**config.mk**
```make
export PLATFORM = sky130hd
export DESIGN_NAME = phs_sequencer
export DESIGN_NICKNAME = d
export VERILOG_FILES = /design/src/hdl/phs_pkg.sv /design/src/hdl/phs_debounce.sv /design/src/hdl/phs_sequencer.sv
export VERILOG_INCLUDE_DIRS = /design/src /design/src/hdl
export SDC_FILE = /design/constraint.sdc
export NUM_CORES = 1
export LEC_CHECK = 0
export BUFFER_PORTS_ARGS = -buffer_cell sky130_fd_sc_hd__buf_2
export CORE_ASPECT_RATIO = 1.75
export CORE_UTILIZATION = 50
export CTS_CLUSTER_SIZE = 40
export DETAILED_ROUTE_END_ITERATION = 16
export PLACE_DENSITY = 0.72
export SLEW_MARGIN = 20
export SYNTH_ARGS = -nofsm -noshare
export SYNTH_HDL_FRONTEND = slang
export SYNTH_SLANG_ARGS = --single-unit
```
**constraint.sdc**
```tcl
create_clock -name core_clk -period 3.07 [get_ports core_clk]
set_clock_uncertainty 0.15 [all_clocks]
set_input_delay 0.614 -clock core_clk [delete_from_list [all_inputs] [get_ports core_clk]]
set_output_delay 0.614 -clock core_clk [all_outputs]
set_load 0.005 [all_outputs]
```
**src/hdl/phs_defs.svh**
```systemverilog
// offsets, field positions, reset values and timing counts of the supply sequencer
`ifndef PHS_DEFS_SVH
`define PHS_DEFS_SVH

// ----------------------------------------
// clock and timebase
// ----------------------------------------
`define PHS_CLK_PERIOD_NS 10
`define PHS_TICK_NS 1000000
`define PHS_TICK_CYCLES (`PHS_TICK_NS / `PHS_CLK_PERIOD_NS)

// ----------------------------------------
// delays in ms and their tick counts
// ----------------------------------------
`define PHS_PG_DELAY_MS 200
`define PHS_PG_DELAY_TICKS (`PHS_PG_DELAY_MS * 1000000 / `PHS_TICK_NS)
`define PHS_MAIN_ON_MS 500
`define PHS_MAIN_ON_TICKS (`PHS_MAIN_ON_MS * 1000000 / `PHS_TICK_NS)
`define PHS_LAG_33_MS 20
`define PHS_LAG_33_TICKS (`PHS_LAG_33_MS * 1000000 / `PHS_TICK_NS)
`define PHS_MAINS_HOLD_MS 16
`define PHS_MAINS_HOLD_TICKS (`PHS_MAINS_HOLD_MS * 1000000 / `PHS_TICK_NS + 1)
`define PHS_WARN_MS 1
`define PHS_WARN_TICKS (`PHS_WARN_MS * 1000000 / `PHS_TICK_NS + 1)
`define PHS_OFF_MIN_MS 1000
`define PHS_OFF_MIN_TICKS (`PHS_OFF_MIN_MS * 1000000 / `PHS_TICK_NS + 1)

// ----------------------------------------
// register offsets
// ----------------------------------------
`define PHS_CTRL_OFS 5'h00
`define PHS_DEBOUNCE_OFS 5'h04
`define PHS_STATUS_OFS 5'h08
`define PHS_IRQ_STATUS_OFS 5'h0C
`define PHS_IRQ_MASK_OFS 5'h10

// ----------------------------------------
// fields and reset values
// ----------------------------------------
`define PHS_CTRL_SB_AUTO_BIT 0
`define PHS_CTRL_RST 1'h1
`define PHS_DEBOUNCE_RST 8'h14
`define PHS_IRQ_PG_RISE_BIT 0
`define PHS_IRQ_PG_FALL_BIT 1
`define PHS_IRQ_FAULT_BIT 2
`define PHS_IRQ_MAINS_LOSS_BIT 3
`define PHS_IRQ_SB_SHORT_BIT 4
`define PHS_RESP_OKAY 2'h0
`define PHS_RESP_SLVERR 2'h2

`endif

```
**src/hdl/phs_pkg.sv**
```systemverilog
// types of the supply sequencer
package phs_pkg;

	typedef enum logic [3:0] {
		ST_OFF, ST_RAMP, ST_RAMP33, ST_PG_WAIT, ST_ON, ST_HOLD, ST_WARN, ST_DECAY, ST_LATCH
	} phs_state_t;

	typedef struct packed {
		logic s1;
		logic s2;
		logic [7:0] cnt;
		logic stable_n;
	} phs_deb_regs_t;

	typedef struct packed {
		phs_state_t st;
		logic [10:0] timer;
		logic [10:0] on_timer;
		logic [16:0] presc;
		logic tick;
		logic sb_latch;
		logic req_prev;
		logic sb_auto;
		logic [7:0] deb;
		logic [4:0] irq_stat;
		logic [4:0] irq_mask;
		logic irq;
		logic aw_full;
		logic [4:0] awaddr;
		logic w_full;
		logic [7:0] wdata;
		logic wstrb0;
		logic bvalid;
		logic [1:0] bresp;
		logic rvalid;
		logic [31:0] rdata;
		logic [1:0] rresp;
		logic pg;
		logic main_en;
		logic en33;
		logic fan;
	} phs_regs_t;

endpackage

```
**src/hdl/phs_debounce.sv**
```systemverilog
// synchroniser and tick-based debounce filter for the turn-on request
`include "phs_defs.svh"

module phs_debounce (
	input wire logic core_clk,
	input wire logic resetn,
	input wire logic clk_en,
	input wire logic tick,
	input wire logic raw_n,
	input wire logic [7:0] threshold,
	output logic stable_n
);
	import phs_pkg::*;

	phs_deb_regs_t r;
	phs_deb_regs_t next_r;

	// only the second stage feeds the filter, s1 is read by s2 alone
	always_comb begin
		next_r = r;
		next_r.s1 = raw_n;
		next_r.s2 = r.s1;
		if (r.s2 == r.stable_n) begin
			next_r.cnt = 8'h00;
		end else if (tick) begin
			// a level counts only after it held for threshold + 1 ticks
			if (r.cnt >= threshold) begin
				next_r.stable_n = r.s2;
				next_r.cnt = 8'h00;
			end else begin
				next_r.cnt = r.cnt + 8'h01;
			end
		end
	end

	always_ff @(posedge core_clk or negedge resetn) begin
		if (!resetn) begin
			r <= '{s1: 1'b1, s2: 1'b1, cnt: 8'h00, stable_n: 1'b1};
		end else if (clk_en) begin
			r <= next_r;
		end
	end

	assign stable_n = r.stable_n;
endmodule

```
**src/hdl/phs_sequencer.sv**
```systemverilog
// supply housekeeping sequencer with axi4-lite registers and interrupt
// ----------------------------------------
// ----------------------------------------
`include "phs_defs.svh"

module phs_sequencer #(
	parameter int TICK_CYCLES = `PHS_TICK_CYCLES
) (
	input wire logic core_clk,
	input wire logic resetn,
	input wire logic clk_en,
	input wire logic supply_on_request_n,
	output logic request_pullup_en,
	input wire logic mains_present,
	input wire logic bulk_energy_ok,
	input wire logic rail_12v_ok,
	input wire logic rail_5v_ok,
	input wire logic rail_3v3_ok,
	input wire logic short_12v,
	input wire logic short_5v,
	input wire logic short_3v3,
	input wire logic standby_short,
	output logic main_rail_en,
	output logic rail_3v3_en,
	output logic standby_rail_en,
	output logic power_good_out,
	output logic fan_en,
	output logic irq,
	input wire logic [31:0] s_axi_awaddr,
	input wire logic s_axi_awvalid,
	output logic s_axi_awready,
	input wire logic [31:0] s_axi_wdata,
	input wire logic [3:0] s_axi_wstrb,
	input wire logic s_axi_wvalid,
	output logic s_axi_wready,
	output logic [1:0] s_axi_bresp,
	output logic s_axi_bvalid,
	input wire logic s_axi_bready,
	input wire logic [31:0] s_axi_araddr,
	input wire logic s_axi_arvalid,
	output logic s_axi_arready,
	output logic [31:0] s_axi_rdata,
	output logic [1:0] s_axi_rresp,
	output logic s_axi_rvalid,
	input wire logic s_axi_rready
);
	import phs_pkg::*;

	// ----------------------------------------
	// helpers
	// ----------------------------------------
	localparam logic [16:0] PRESC_LAST = 17'(TICK_CYCLES - 1);
	localparam logic [10:0] PG_DELAY = 11'(`PHS_PG_DELAY_TICKS);
	localparam logic [10:0] MAIN_ON = 11'(`PHS_MAIN_ON_TICKS);
	localparam logic [10:0] LAG_33 = 11'(`PHS_LAG_33_TICKS);
	localparam logic [10:0] MAINS_HOLD = 11'(`PHS_MAINS_HOLD_TICKS);
	localparam logic [10:0] WARN = 11'(`PHS_WARN_TICKS);
	localparam logic [10:0] OFF_MIN = 11'(`PHS_OFF_MIN_TICKS);

	// saturating tick counter, so long waits never wrap
	function automatic logic [10:0] tick_inc(input logic [10:0] v, input logic t);
		tick_inc = (t && v != 11'h7FF) ? v + 11'h001 : v;
	endfunction

	function automatic logic known_ofs(input logic [4:0] a);
		known_ofs = (a == `PHS_CTRL_OFS) || (a == `PHS_DEBOUNCE_OFS) ||
			(a == `PHS_STATUS_OFS) || (a == `PHS_IRQ_STATUS_OFS) || (a == `PHS_IRQ_MASK_OFS);
	endfunction

	phs_regs_t r;
	phs_regs_t next_r;
	logic req_n;
	logic req_on;
	logic any_short;
	logic rails_ok;
	logic wr_go;
	logic rd_go;

	phs_debounce u_debounce (
		.core_clk(core_clk),
		.resetn(resetn),
		.clk_en(clk_en),
		.tick(r.tick),
		.raw_n(supply_on_request_n),
		.threshold(r.deb),
		.stable_n(req_n)
	);

	assign req_on = !req_n;
	assign any_short = short_12v | short_5v | short_3v3;
	assign rails_ok = rail_12v_ok & rail_5v_ok & rail_3v3_ok;

	// readies are gated by the enable so no aw, w or ar handshake completes while frozen
	assign s_axi_awready = clk_en & !r.aw_full;
	assign s_axi_wready = clk_en & !r.w_full;
	assign s_axi_arready = clk_en & !r.rvalid;
	assign wr_go = r.aw_full & r.w_full & !r.bvalid;
	assign rd_go = s_axi_arvalid & s_axi_arready;

	// ----------------------------------------
	// next state
	// ----------------------------------------
	always_comb begin
		logic [4:0] ev;
		logic [4:0] clr;
		logic [4:0] ra;
		ev = 5'h00;
		clr = 5'h00;
		ra = s_axi_araddr[4:0];
		next_r = r;

		// single timebase, every delay compares against it
		next_r.tick = 1'b0;
		if (r.presc >= PRESC_LAST) begin
			next_r.presc = 17'h00000;
			next_r.tick = 1'b1;
		end else begin
			next_r.presc = r.presc + 17'h00001;
		end
		next_r.timer = tick_inc(r.timer, r.tick);
		next_r.on_timer = tick_inc(r.on_timer, r.tick);

		// sequencing
		case (r.st)
			ST_OFF: begin
				next_r.main_en = 1'b0;
				next_r.en33 = 1'b0;
				next_r.pg = 1'b0;
				if (req_on && mains_present) begin
					next_r.st = ST_RAMP;
					next_r.main_en = 1'b1;
					next_r.on_timer = 11'h000;
				end
			end
			ST_RAMP: begin
				// 3.3 V waits until both higher rails regulate
				if (rail_12v_ok && rail_5v_ok) begin
					next_r.st = ST_RAMP33;
					next_r.en33 = 1'b1;
					next_r.timer = 11'h000;
				end else if (r.on_timer >= MAIN_ON) begin
					next_r.st = ST_LATCH;
				end
			end
			ST_RAMP33: begin
				if (rails_ok) begin
					next_r.st = ST_PG_WAIT;
					next_r.timer = 11'h000;
				end else if (r.timer >= LAG_33 || r.on_timer >= MAIN_ON) begin
					next_r.st = ST_LATCH;
				end
			end
			ST_PG_WAIT: begin
				if (!rails_ok) begin
					next_r.st = ST_LATCH;
				end else if (r.timer >= PG_DELAY && bulk_energy_ok) begin
					next_r.st = ST_ON;
					next_r.pg = 1'b1;
					ev[`PHS_IRQ_PG_RISE_BIT] = 1'b1;
				end
			end
			ST_ON: begin
				if (!rails_ok) begin
					next_r.st = ST_LATCH;
				end else if (!mains_present || !bulk_energy_ok) begin
					next_r.st = ST_HOLD;
					next_r.timer = 11'h000;
					ev[`PHS_IRQ_MAINS_LOSS_BIT] = !mains_present;
				end else if (!req_on) begin
					next_r.st = ST_WARN;
					next_r.pg = 1'b0;
					next_r.timer = 11'h000;
				end
			end
			ST_HOLD: begin
				if (!rails_ok) begin
					next_r.st = ST_LATCH;
				end else if (mains_present && bulk_energy_ok) begin
					next_r.st = ST_ON;
				end else if (r.timer >= MAINS_HOLD) begin
					next_r.st = ST_WARN;
					next_r.pg = 1'b0;
					next_r.timer = 11'h000;
				end
			end
			ST_WARN: begin
				// rails stay on so power good falls before any of them does
				if (r.timer >= WARN) begin
					next_r.st = ST_DECAY;
					next_r.main_en = 1'b0;
					next_r.en33 = 1'b0;
				end
			end
			ST_DECAY: begin
				// requests are ignored until the rails are gone
				if (!rail_12v_ok && !rail_5v_ok && !rail_3v3_ok) begin
					next_r.st = ST_OFF;
				end
			end
			ST_LATCH: begin
				next_r.main_en = 1'b0;
				next_r.en33 = 1'b0;
				next_r.pg = 1'b0;
				if (req_on || any_short) begin
					next_r.timer = 11'h000;
				end else if (r.timer >= OFF_MIN) begin
					next_r.st = ST_OFF;
				end
			end
			default: begin
				next_r.st = ST_OFF;
			end
		endcase

		// shorts latch from any state that drives the rails
		if (any_short && r.main_en) begin
			next_r.st = ST_LATCH;
			next_r.timer = 11'h000;
		end
		if (next_r.st == ST_LATCH && r.st != ST_LATCH) begin
			next_r.pg = 1'b0;
			next_r.main_en = 1'b0;
			next_r.en33 = 1'b0;
			next_r.timer = 11'h000;
			ev[`PHS_IRQ_FAULT_BIT] = 1'b1;
		end
		if (r.pg && !next_r.pg) begin
			ev[`PHS_IRQ_PG_FALL_BIT] = 1'b1;
		end

		// standby rail
		next_r.req_prev = req_on;
		if (standby_short) begin
			if (!r.sb_latch) begin
				ev[`PHS_IRQ_SB_SHORT_BIT] = 1'b1;
			end
			next_r.sb_latch = 1'b1;
		end else if (r.sb_auto || (req_on && !r.req_prev)) begin
			next_r.sb_latch = 1'b0;
		end

		next_r.fan = req_on && next_r.main_en;

		// register writes
		if (s_axi_awvalid && s_axi_awready) begin
			next_r.aw_full = 1'b1;
			next_r.awaddr = s_axi_awaddr[4:0];
		end
		if (s_axi_wvalid && s_axi_wready) begin
			next_r.w_full = 1'b1;
			next_r.wdata = s_axi_wdata[7:0];
			next_r.wstrb0 = s_axi_wstrb[0];
		end
		if (wr_go) begin
			next_r.aw_full = 1'b0;
			next_r.w_full = 1'b0;
			next_r.bvalid = 1'b1;
			next_r.bresp = known_ofs(r.awaddr) ? `PHS_RESP_OKAY : `PHS_RESP_SLVERR;
			if (r.wstrb0) begin
				case (r.awaddr)
					`PHS_CTRL_OFS: next_r.sb_auto = r.wdata[`PHS_CTRL_SB_AUTO_BIT];
					`PHS_DEBOUNCE_OFS: next_r.deb = r.wdata;
					`PHS_IRQ_STATUS_OFS: clr = r.wdata[4:0];
					`PHS_IRQ_MASK_OFS: next_r.irq_mask = r.wdata[4:0];
					default: next_r.bresp = next_r.bresp;
				endcase
			end
		end else if (r.bvalid && s_axi_bready) begin
			next_r.bvalid = 1'b0;
		end

		// a new event wins over a clear in the same cycle
		next_r.irq_stat = (r.irq_stat & ~clr) | ev;
		next_r.irq = |(next_r.irq_stat & next_r.irq_mask);

		// register reads
		if (rd_go) begin
			next_r.rvalid = 1'b1;
			next_r.rresp = known_ofs(ra) ? `PHS_RESP_OKAY : `PHS_RESP_SLVERR;
			case (ra)
				`PHS_CTRL_OFS: next_r.rdata = {31'h00000000, r.sb_auto};
				`PHS_DEBOUNCE_OFS: next_r.rdata = {24'h000000, r.deb};
				`PHS_STATUS_OFS: next_r.rdata = {20'h00000, r.st, r.sb_latch, req_on,
					r.fan, r.en33, r.main_en, r.pg, rail_3v3_ok, rail_5v_ok & rail_12v_ok};
				`PHS_IRQ_STATUS_OFS: next_r.rdata = {27'h0000000, r.irq_stat};
				`PHS_IRQ_MASK_OFS: next_r.rdata = {27'h0000000, r.irq_mask};
				default: next_r.rdata = 32'h00000000;
			endcase
		end else if (r.rvalid && s_axi_rready) begin
			next_r.rvalid = 1'b0;
		end
	end

	// ----------------------------------------
	// state register
	// ----------------------------------------
	always_ff @(posedge core_clk or negedge resetn) begin
		if (!resetn) begin
			r <= '0;
			r.st <= ST_OFF;
			r.sb_auto <= `PHS_CTRL_RST;
			r.deb <= `PHS_DEBOUNCE_RST;
		end else if (clk_en) begin
			r <= next_r;
		end
	end

	// ----------------------------------------
	// outputs
	// ----------------------------------------
	assign request_pullup_en = 1'b1;
	assign main_rail_en = r.main_en;
	assign rail_3v3_en = r.en33;
	// standby needs no sequencing, it follows mains at once unless a standby short has latched it off
	assign standby_rail_en = mains_present & !r.sb_latch;
	assign power_good_out = r.pg;
	assign fan_en = r.fan;
	assign irq = r.irq;
	assign s_axi_bvalid = r.bvalid;
	assign s_axi_bresp = r.bresp;
	assign s_axi_rvalid = r.rvalid;
	assign s_axi_rdata = r.rdata;
	assign s_axi_rresp = r.rresp;
endmodule

```
After elaboration in Yosys (flattened, before gate mapping)
Index checks and enable logic that the tools add are counted.
{ "op_classes": {"add_sub_neg": 4, "magnitude_cmp": 8, "n_eq_ne": 23, "mux": 81, "bitwise_logic": 16, "n_reduce_logical": 68} }
{ "ops": {"columns": ["op", "count"], "rows": [
  ["$mux W11", 11],
  ["$mux W15", 4],
  ["$pmux W12 S5", 1],
  ["$mux W4", 14],
  ["$pmux W11 S5", 1],
  ["$pmux W4 S9", 1],
  ["$mux W1", 30],
  ["$mux W5", 6],
  ["$add A11 B1 Y11 const B", 2],
  ["$ge A11 B5 Y1 const B", 2],
  ["$ne A11 B11 Y1 const B", 2],
  ["$eq A5 B4 Y1 const B", 4],
  ["$reduce_and A2 Y1", 10],
  ["$add A17 B1 Y17 const B", 1],
  ["$ge A17 B17 Y1 const B", 1],
  ["$logic_and A1 B1 Y1", 17],
  ["$mux W17", 1],
  ["$eq A4 B3 Y1 const B", 4],
  ["$mux W8", 2],
  ["$reduce_and A4 Y1", 4],
  ["$logic_not A1 Y1", 13],
  ["$logic_or A1 B1 Y1", 12],
  ["$reduce_bool A2 Y1", 6],
  ["$ge A11 B10 Y1 const B", 1],
  ["31 further kinds", 50]
]} }
{ "totals": {"reg_bits": 135, "out_inout_bits": 48, "elab_cells": 230} }

Logic depth before layout (Yosys ltp)
Gate-level depths: netlist of run 1.
{ "depth": {"ltp_word": 17, "mapped_depth": 10} }

Cells and area by module
Synthesis of run 1 repeated with hierarchy kept, for this count alone.
{ "unflattened": {"cells_unflattened": 696, "hier_area_um2": 6653.9} }
{ "by_module_without_submodules": {"columns": ["module", "n_inst", "cells_per_inst", "area_each_um2"], "rows": [
  ["phs_sequencer", 1, 620, 5870.6],
  ["phs_debounce", 1, 76, 783.3]
]} }

Worst setup path before layout of run 1
No wires, ideal clock.
{ "synth_timing": {"path_type": "flip-flop to flip-flop", "from": "reg r[110] in the netlist's numbering", "to": "reg r[116] in the netlist's numbering", "setup_time_ps": 124, "t_arrival_ps": 2227, "required_ps": 2796, "slack_ps": 569, "stages_incl_launch_ff": 11, "n_path_buf": 1, "synth_period_minus_slack_ps": 2501, "cell_sequence": "dfrtp_1 > inv_1 > ha_1 > o41ai_1 > a211oi_1 > o221a_1 > o311a_4 > o21ai_4 > buf_6 > nor2_1 > a211o_1"} }
{ "synth_via": {"elab_chain_cells": 9, "word_cells_on_any_way": 35, "cone_classes": "add/sub (1); order compare (5); eq/ne (2); mux (23); reduce/logical (4)"} }
{ "synth_rtl": {"columns": ["element", "line_no", "rtl"], "rows": [
  ["from (decl)", "phs_sequencer.sv:70", "phs_regs_t r;"],
  ["from (signal assigned)", "phs_sequencer.sv:304", "r <= next_r;"],
  ["$ge A11 B5 Y1, or another cell as far along", "phs_sequencer.sv:180", "end else if (r.timer >= MAINS_HOLD) begin"],
  ["$mux W15, or another cell as far along", "phs_sequencer.sv:180", null],
  ["$mux W4, or another cell as far along", "phs_sequencer.sv:178", "end else if (mains_present && bulk_energy_ok) begin"],
  ["$mux W4, or another cell as far along", "phs_sequencer.sv:176", "if (!rails_ok) begin"],
  ["$pmux W4 S9, or another cell as far along", "phs_sequencer.sv:124", "case (r.st)"],
  ["$mux W15 *", "phs_sequencer.sv:216", "if (any_short && r.main_en) begin"],
  ["$eq A4 B4 Y1 / $pmux W11 S5 (equally long branches)", "phs_sequencer.sv:220, phs_sequencer.sv:124", null],
  ["$logic_and A1 B1 Y1 / $mux W15 (equally long branches)", "phs_sequencer.sv:220, phs_sequencer.sv:216", null],
  ["$mux W11 *", "phs_sequencer.sv:220", "if (next_r.st == ST_LATCH && r.st != ST_LATCH) begin"]
]} }
Every way passes the cells marked *; elsewhere a longest branch is shown, timed or not.
A chain may end at the register's enable or synchronous reset.

Worst setup path after layout of run 1
{ "layout_timing": {"from": "reg r[109] in the netlist's numbering", "to": "reg r[109] in the netlist's numbering"} }
Same word-level chain as after synthesis.

==> reports/results.ini, run 1 <==
[min_path]
hold_path.class = in -> reg
hold_path_depth = 2
worstHoldStart = s_axi_awaddr[4]

[drt]
wire_per_inst_um = 17.4
viasPerCell = 5.81
dr_total_vias = 5362
finalWirelength_mm = 16.0
drt_iter0_drc = 233
firstDrtPassIters = 5
ant_nets = 0
drc_errors = 0

[worst_setup_path]
crit_fanout = 19
cp-endpoint = r[109]
timing.rr.start = r[109]
cp_slowest_stage_delay_ns = 0.46
worst-path-buf-inv = 0
rr_worst_depth = 8
worst_ep_required_time_ns = 3.21
crit_start = r[109]
end_kind = flop
path_class = reg -> reg
r2r_slack_ns = 0.28
cp_top_family = compound AO/OA/AOI/OAI gates
cp.depth = 8
cp_slowest_cell = dfrtp_1
cp-start-kind = flop
arrival_ns = 2.93
r2r-end = r[109]
crit_chain = ha_1 -> o41ai_1 -> a211oi_1 -> o221a_1 -> o311a_4 -> o21ai_4 -> o21ai_1 -> mux2_2

[clock_tree]
clk-insertion-delay-late_ns = 0.42
cts_root_buffer = clkbuf_16
cts_resized = 0
clock_path_buffers = 2
cts_tree = done
ctsHtreeMaxLevel = 4
cts_sinks = 113
clk_pin_slew_worst_paths_ns = 0.06
cts_made_buffers = 17

[yosys]
synthArstFlopShare = 1.00
ys_ff_latch = 113
syn_inst = 674
seq_area_frac_synth = 0.440
synth_edf_count = 0
synth_ff_type = dfrtp_1
synth_cell_types = 74
yosysWarnings = 0
avgSynthCellArea_um2 = 9.55
netlist_area_um2 = 6440

[timing]
slew_headroom = 0.539
tns_ns = 0
rsz0062_at_grt = false
holdWs_ns = 0.279
finalHoldViolCount = 0
period_share = 0.909
period_needed_ns = 2.79
setup_viol = 0
slew_viol_final = 0
tightest_slew_ns = 0.688
max_freq_mhz = 358

[floorplan]
coreArea_um2 = 12500
die-area_um2 = 13400
std_cell_rows = 54
die_h_um = 152
die_x_um = 87.8
initial_core_util = 0.515
io_pins = 166

[global_routing]
overflow = 0
antenna_found_initial = 0
track_usage = 0.253
grt_pass1_vias = 5423
grt_pass1_wl_mm = 26.0
grt_max_degree = 70

[layout]
layout.nets = 875
final_layout_size_suffix_gt1_frac = 0.220
fillers = 1060
areaGrowthSynthToFinish_pct = 16.4
diodes = 0

[placed_design]
io_buffers = 61
routabilityCongestion = 0.934
dp_hpwl_mm = 11.8

[run_status]
status = completed

[power_and_ir_drop]
peakVddDrop_mv = 0.569
powerDensity_nw_per_um2 = 722
p_leak_nw = 3.48

[run]
drv_cap = 0

per-stage QoR:
step | setup slack [ns] | instance area (µm²) | util | instances | total power [mW]
floorplan | 0.569 | 6520 | - | 695 | 2.85
global route | 0.0867 | 7490 | 0.599 | 923 | 5.66
CTS | 0.261 | 7490 | 0.599 | 923 | 5.42
detailed placement | 0.253 | 6850 | 0.548 | 890 | 3.30
finish | 0.279 | 7490 | 0.599 | 923 | 5.41
global placement | 0.216 | 6850 | 0.548 | 890 | 3.24
timing repair:
action                    4_1_cts  5_1_grt
hold buffers                    1        0
hold endpoints to repair       10        0
buffers inserted                0        0
layer usage:
metal | track usage | part of all wire | wire [µm] | vias up
met5 | 0 | 0 | 0 | -
met4 | 0.139 | 0.045 | 723 | 0
met3 | 0.0478 | 0.044 | 703 | 51
met2 | 0.448 | 0.53 | 8540 | 200
met1 | 0.275 | 0.38 | 6070 | 2601
li1 | - | - | - | 2510
cell families after synthesis:
logic type | count (synthesis) | share of synthesized area
buffers and inverters | 81 | 0.0711
other | 2 | 0.00117
and+or+nand+nor | 245 | 0.186
xor gates and xnor gates | 23 | 0.0313
AOI/OAI and AO/OA | 151 | 0.166
adders and majority gates | 15 | 0.0291
muxes | 44 | 0.0758
DFF | 113 | 0.440
flip-flops by register name, summed over array words and instances (netlist names):
signal               count
irq                      1
fan_en                   1
s_axi_rresp              1
s_axi_bvalid             1
u_debounce.next_r        1
power_good_out           1
main_rail_en             1
s_axi_rdata             12
u_debounce.r             9
rail_3v3_en              1
s_axi_bresp              1
s_axi_rvalid             1
u_debounce.stable_n      1
r                       81
layout by cell type (no fill, tap or decap), types with 5 or more instances in the layout:
cell type	Yosys	final
a21o_1	16	16
a21oi_1	30	30
a222oi_1	5	5
a22o_1	8	8
a31oi_1	6	6
and2_1	5	5
and3_1	10	10
buf_2	0	60
buf_4	37	22
clkbuf_16	0	17
clkinv_4	0	6
conb_1	2	23
dfrtp_1	107	107
dfstp_2	6	6
ha_1	15	15
inv_1	24	24
mux2_2	38	38
mux2i_1	6	6
nand2_1	64	64
nand2b_1	9	9
nand3_1	23	23
nand4_1	9	9
nor2_1	70	70
nor2b_1	6	6
nor3_1	16	16
nor3b_1	5	5
nor4_1	7	7
o21ai_0	32	32
o2bb2ai_1	5	5
xnor2_1	8	8
xor2_1	15	15
layout make-up:
| class | instances | area, µm² | area share |
|---|---|---|---|
| clock buffer | 18 | 429 | 0.0573 |
| clock inverter | 14 | 204 | 0.0272 |
| inverter | 25 | 93.8 | 0.0125 |
| multi-input combinational | 501 | 3220 | 0.430 |
| sequential | 113 | 2840 | 0.378 |
| tap | 168 | 210 | 0.0281 |
| timing repair buffer | 84 | 495 | 0.0661 |
cell usage after synthesis (all sizes together) (3+ instances only):
cell,instances,area [µm²]
a21boi,3,22.5
a21o,16,120
a21oi,31,159
a222oi,5,50.1
a22o,8,70.1
a22oi,3,22.5
a31oi,6,37.5
a41oi,3,26.3
and2,5,31.3
and3,10,62.6
and4,3,26.3
buf,40,304
clkbuf,16,60.1
dfrtp,107,2680
dfstp,6,158
ha,15,188
inv,24,90.1
mux2,38,428
mux2i,6,60.1
nand2,64,240
nand2b,9,56.3
nand3,24,125
nand3b,4,30.0
nand4,9,56.3
nor2,70,263
nor2b,6,37.5
nor3,17,90.1
nor3b,5,37.5
nor4,7,43.8
o211ai,4,30.0
o21ai,35,186
o22ai,4,25.0
o2bb2ai,5,43.8
o311ai,3,33.8
or3,4,25.0
xnor2,8,70.1
xor2,15,131
worst min path at each step:
stage / to / slack [ns]
2_1_floorplan: fan_en / 0.17
3_3_place_gp: s_axi_rdata[11] / 0.31
3_5_place_dp: s_axi_rdata[3] / 0.31
4_1_cts: r[49] / 0.28
5_1_grt: r[49] / 0.27
6_report: r[56] / 0.28
power by group:
part	leakage [nW]	switching (mW)	total [mW]	internal [mW]
registers	1.48	0.352	2.13	1.78
logic	1.69	0.613	1.17	0.558
clock network	0.309	0.736	2.11	1.37
total	3.48	1.70	5.41	3.71
No activity file was read; power rests on OpenSTA's default activity.
==> run 2, diff against run 1 <==
--- a/config.mk
+++ b/config.mk
@@ -9,2 +9,3 @@
 export BUFFER_PORTS_ARGS = -buffer_cell sky130_fd_sc_hd__buf_2
+export CAP_MARGIN = 15
 export CORE_ASPECT_RATIO = 1.75
--- a/constraint.sdc
+++ b/constraint.sdc
@@ -4,2 +4,2 @@
 set_output_delay 0.614 -clock core_clk [all_outputs]
-set_load 0.005 [all_outputs]
+set_load 0.02 [all_outputs]
==> reports/results.ini, run 2 (synthesis results as in run 1) <==
[run_status]
status = completed  ; unchanged

[worst_setup_path]
cp-start-kind = flop  ; unchanged
cp_top_family = compound AO/OA/AOI/OAI gates  ; unchanged
cp_slowest_stage_delay_ns = 0.47  ; was 0.46 ns
cp_slowest_cell = dfrtp_1  ; unchanged
crit_chain = ha_1 -> o41ai_1 -> a211oi_1 -> o221a_1 -> o311a_4 -> o21ai_4 -> o21ai_1 -> mux2_2  ; unchanged
worst-path-buf-inv = 0  ; unchanged
worst_ep_required_time_ns = 3.21  ; about the same
arrival_ns = 2.92  ; was 2.93 ns
crit_fanout = 19  ; unchanged
path_class = reg -> reg  ; unchanged
end_kind = flop  ; unchanged

[power_and_ir_drop]
combPwrFrac = 0.224  ; was 0.217
p_int_mw = 3.71  ; about the same
p_switching_mw = 1.73  ; was 1.70 mW
pwr-share-seq = 0.391  ; was 0.394
p_leak_nw = 3.43  ; was 3.48 nW
peakVddDrop_mv = 0.530  ; was 0.569 mV
powerDensity_nw_per_um2 = 730  ; was 722 nW/µm²
p_clk_frac = 0.384  ; was 0.390
p_sw_frac = 0.318  ; was 0.315

[floorplan]
die_h_um = 152  ; unchanged
std_cell_rows = 54  ; unchanged
die-area_um2 = 13400  ; unchanged
coreArea_um2 = 12500  ; unchanged
initial_core_util = 0.515  ; unchanged
io_pins = 166  ; unchanged
die_x_um = 87.8  ; unchanged

[layout]
areaGrowthSynthToFinish_pct = 15.7  ; was 16.4%
multi_input_area_um2 = 3220  ; unchanged
design_area_um2 = 7450  ; was 7490 µm²
top_register = r  ; unchanged
fillers = 1060  ; unchanged
final-seq-area_um2 = 2840  ; unchanged
final_layout_size_suffix_gt1_frac = 0.215  ; was 0.220
diodes = 0  ; unchanged
layout.nets = 870  ; was 875
final_common_cell = dfrtp_1  ; unchanged
post-route-util = 0.596  ; was 0.599
largest_register_ffs = 81  ; unchanged
mostFrequentLayoutCells = 107 x dfrtp_1, 70 x nor2_1, 64 x nand2_1  ; unchanged

[placed_design]
dp_hpwl_mm = 11.7  ; was 11.8 mm
routabilityCongestion = 0.924  ; was 0.934
io_buffers = 61  ; unchanged
placed_area_um2 = 6820  ; was 6850 µm²

[drt]
ant_nets = 0  ; unchanged
dr_total_vias = 5374  ; was 5362
firstDrtPassIters = 7  ; was 5
drc_errors = 0  ; unchanged
wire_per_inst_um = 17.1  ; was 17.4 µm
viasPerCell = 5.85  ; was 5.81
finalWirelength_mm = 15.7  ; was 16.0 mm
drt_iter0_drc = 302  ; was 233

[timing]
rsz0062_at_grt = false  ; unchanged
slew_viol_final = 0  ; unchanged
holdWs_ns = 0.0942  ; was 0.279 ns
period_share = 0.908  ; was 0.909
setup_viol = 0  ; unchanged
tns_ns = 0  ; unchanged
finalHoldViolCount = 0  ; unchanged
slew_headroom = 0.519  ; was 0.539
max_freq_mhz = 359  ; was 358 MHz
tightest_slew_ns = 0.718  ; was 0.688 ns
period_needed_ns = 2.79  ; about the same

[clock_tree]
cts_tree = done  ; unchanged
hold_buffers = 0  ; was 1
cts_sinks = 113  ; unchanged
cts_root_buffer = clkbuf_16  ; unchanged
cts_resized = 0  ; unchanged
cts_made_buffers = 17  ; unchanged
clk-insertion-delay-late_ns = 0.41  ; was 0.42 ns
postCtsSetupRepairBufs = 0  ; unchanged
clock_path_buffers = 2  ; unchanged
ctsHtreeMaxLevel = 4  ; unchanged
clk_pin_slew_worst_paths_ns = 0.06  ; about the same

[global_routing]
track_usage = 0.255  ; was 0.253
grt_max_degree = 52  ; was 70
grt_pass1_vias = 5441  ; was 5423
overflow = 0  ; unchanged
grt_pass1_wl_mm = 26.4  ; was 26.0 mm
antenna_found_initial = 0  ; unchanged

[run]
drv_cap = 0  ; unchanged

[min_path]
hold_path.class = in -> async  ; was in -> reg

[run 2: cell types whose count changed in the layout (fill, tap and decap cells not counted), sizes merged]
cell / before / now
clkinv: 8 / 3
buf: 83 / 79
clkinvlp: 0 / 4
clkbuf: 18 / 20
dlygate4sd3: 1 / 0
inv: 27 / 26
[run 2: cell type report]
class | instances | share of cell area
Clock inverter | 12 | 0.0244
Tap cell | 168 | 0.0282
Timing Repair Buffer | 79 | 0.0612
Clock buffer | 20 | 0.0600
Inverter | 25 | 0.0126
Multi-Input combinational cell | 501 | 0.433
Sequential cell | 113 | 0.381
[run 2: stage by stage]
stage	cells	worst slack [ns]	total power, mW
3_3_place_gp	886	0.271	3.30
3_5_place_dp	886	0.279	3.35
6_report	918	0.284	5.43
4_1_cts	918	0.278	5.45
5_1_grt	918	0.0938	5.70
2_1_floorplan	695	0.569	2.92
[run 2: per-layer routing]
| metal | up-vias | GRT usage | part of all wire |
|---|---|---|---|
| met4 | 0 | 0.131 | 0.039 |
| met2 | 216 | 0.446 | 0.53 |
| met5 | - | 0 | 0 |
| li1 | 2497 | - | - |
| met1 | 2610 | 0.285 | 0.38 |
| met3 | 51 | 0.0494 | 0.047 |
[run 2: worst paths after layout]
kind                           startpoint  depth (start not counted)             endpoint  slack [ns]
min in group core_clk      s_axi_wdata[2]                          2                r[45]        0.29
max in group asynchronous          resetn                          2  u_debounce.stable_n        1.99
setup / recovery                   r[109]                          8               r[109]        0.28
hold / removal                     resetn                          1       s_axi_bresp[1]        0.09
setup reg to reg                   r[109]                          8               r[109]        0.28
hold reg to reg            s_axi_rdata[7]                          2       s_axi_rdata[7]        0.32
[run 2: worst register-to-register path, delay by kind of cell (launching register included)]
kind / cells / cell delay, ns
compound gates: 6 / 1.50
fa+ha+maj: 1 / 0.26
flops: 1 / 0.47
mux: 1 / 0.29
[run 2: power by group through the flow]
stage	Sequential [mW]	Combinational (mW)	Clock (mW)
detailed placement	2.14	1.21	0
CTS	2.12	1.22	2.12
finish	2.13	1.22	2.09
floorplan	2.01	0.907	0
global placement	2.13	1.17	0
global route	2.16	1.36	2.18
==> run 3, diff against run 2 <==
- REMOVE_ABC_BUFFERS: unset -> 1
==> reports/results.ini, run 3 (synthesis results as in run 1) <==
[layout]
stdcell_count = 916  ; was 918
final_layout_size_suffix_gt1_frac = 0.215  ; about the same
final_common_cell = dfrtp_1  ; unchanged
post-route-util = 0.590  ; was 0.596
fillers = 1083  ; was 1060
areaGrowthSynthToFinish_pct = 14.6  ; was 15.7%
design_area_um2 = 7380  ; was 7450 µm²
mostFrequentLayoutCells = 107 x dfrtp_1, 70 x nor2_1, 64 x nand2_1  ; unchanged
largest_register_ffs = 81  ; unchanged
top_register = r  ; unchanged
diodes = 0  ; unchanged
layout.nets = 868  ; was 870

[power_and_ir_drop]
combPwrFrac = 0.231  ; was 0.224
powerDensity_nw_per_um2 = 707  ; was 730 nW/µm²
p_leak_nw = 3.40  ; was 3.43 nW
p_sw_frac = 0.331  ; was 0.318
pwr-share-seq = 0.408  ; was 0.391
p_clk_frac = 0.361  ; was 0.384
p_switching_mw = 1.73  ; about the same
peakVddDrop_mv = 0.375  ; was 0.530 mV
p_int_mw = 3.49  ; was 3.71 mW
power_mw = 5.22  ; was 5.43 mW

[timing]
tightest_slew_ns = 0.720  ; was 0.718 ns
rsz0062_at_grt = false  ; unchanged
max_freq_mhz = 357  ; was 359 MHz
period_needed_ns = 2.80  ; was 2.79 ns
finalHoldViolCount = 0  ; unchanged
holdWs_ns = 0.0458  ; was 0.0942 ns
worst_slack_ns = 0.267  ; was 0.284 ns
slew_viol_final = 0  ; unchanged
slew_headroom = 0.518  ; was 0.519
tns_ns = 0  ; unchanged
period_share = 0.913  ; was 0.908
setup_viol = 0  ; unchanged

[floorplan]
die_x_um = 87.8  ; unchanged
die_h_um = 152  ; unchanged
initial_core_util = 0.515  ; unchanged
io_pins = 166  ; unchanged
coreArea_um2 = 12500  ; unchanged
std_cell_rows = 54  ; unchanged
die-area_um2 = 13400  ; unchanged

[placed_design]
dp_hpwl_mm = 11.6  ; was 11.7 mm
routabilityCongestion = 0.904  ; was 0.924
dp_cells = 884  ; was 886
dp_slack_ns = 0.214  ; was 0.279 ns
placed_area_um2 = 6800  ; was 6820 µm²
io_buffers = 61  ; unchanged

[drt]
drt_iter0_drc = 395  ; was 302
firstDrtPassIters = 6  ; was 7
finalWirelength_mm = 15.6  ; was 15.7 mm
ant_nets = 0  ; unchanged
drc_errors = 0  ; unchanged
viasPerCell = 5.78  ; was 5.85
dr_total_vias = 5298  ; was 5374
wire_per_inst_um = 17.1  ; about the same

[worst_setup_path]
rr_worst_depth = 8  ; unchanged
r2r-end = r[109]  ; unchanged
crit_fanout = 19  ; unchanged
path_class = reg -> reg  ; unchanged
end_kind = flop  ; unchanged
worst_ep_required_time_ns = 3.21  ; about the same
cp-start-kind = flop  ; unchanged
timing.rr.start = r[109]  ; unchanged
arrival_ns = 2.94  ; was 2.92 ns
r2r_slack_ns = 0.27  ; was 0.28 ns

[clock_tree]
cts_sinks = 113  ; unchanged
clock_path_buffers = 2  ; unchanged
clk_pin_slew_worst_paths_ns = 0.06  ; about the same
cts_resized = 0  ; unchanged
ctsHtreeMaxLevel = 4  ; unchanged
cts_root_buffer = clkbuf_16  ; unchanged
clk-insertion-delay-late_ns = 0.41  ; about the same
cts_tree = done  ; unchanged
hold_buffers = 0  ; unchanged
cts_made_buffers = 17  ; unchanged
postCtsSetupRepairBufs = 0  ; unchanged

[global_routing]
grt_pass1_wl_mm = 25.9  ; was 26.4 mm
grt_pass1_vias = 5404  ; was 5441
overflow = 0  ; unchanged
antenna_found_initial = 0  ; unchanged
track_usage = 0.252  ; was 0.255
grt_max_degree = 51  ; was 52

[min_path]
hold_path.class = in -> async  ; unchanged

[run]
drv_cap = 0  ; unchanged

[run_status]
status = completed  ; unchanged

==> run 3: worst max-delay path: stages (launching register included) <==
cell and delay (ns):
dfrtp_1 0.46, ha_1 0.25, o41ai_1 0.27, a211oi_1 0.13
o221a_1 0.25, o311a_4 0.34, o21ai_4 0.38, o21ai_1 0.17
mux2_2 0.28
==> run 3: metal layers <==
metal | up-vias | wire length [µm] | GRT usage
met4 | 0 | 675 | 0.126
li1 | 2496 | - | -
met2 | 188 | 8540 | 0.459
met5 | - | 0 | 0
met3 | 48 | 694 | 0.0521
met1 | 2566 | 5740 | 0.264
==> run 3: layout make-up <==
| cell class | count | area, µm² | area share |
|---|---|---|---|
| Timing Repair Buffer | 77 | 440 | 0.0597 |
| Sequential cell | 113 | 2840 | 0.384 |
| Clock inverter | 12 | 109 | 0.0148 |
| Tap cell | 168 | 210 | 0.0285 |
| Inverter | 25 | 93.8 | 0.0127 |
| Multi-Input combinational cell | 501 | 3220 | 0.437 |
| Clock buffer | 20 | 467 | 0.0632 |
==> run 3: power groups by stage <==
stage               registers (mW)  logic, mW  clock network, mW
detailed placement            2.15       1.20                  0
finish                        2.13       1.21               1.88
global placement              2.12       1.16                  0
CTS                           2.12       1.21               1.91
global route                  2.17       1.35               1.99
floorplan                     2.05      0.800                  0
==> run 3: worst max-delay path by stage <==
stage	start	end
final	r[109]	r[109]
after detailed placement	rail_3v3_ok	r[65]
after CTS	r[109]	r[109]
after global placement	rail_3v3_ok	r[65]
after floorplan	r[110]	r[109]
after global routing	r[109]	r[109]
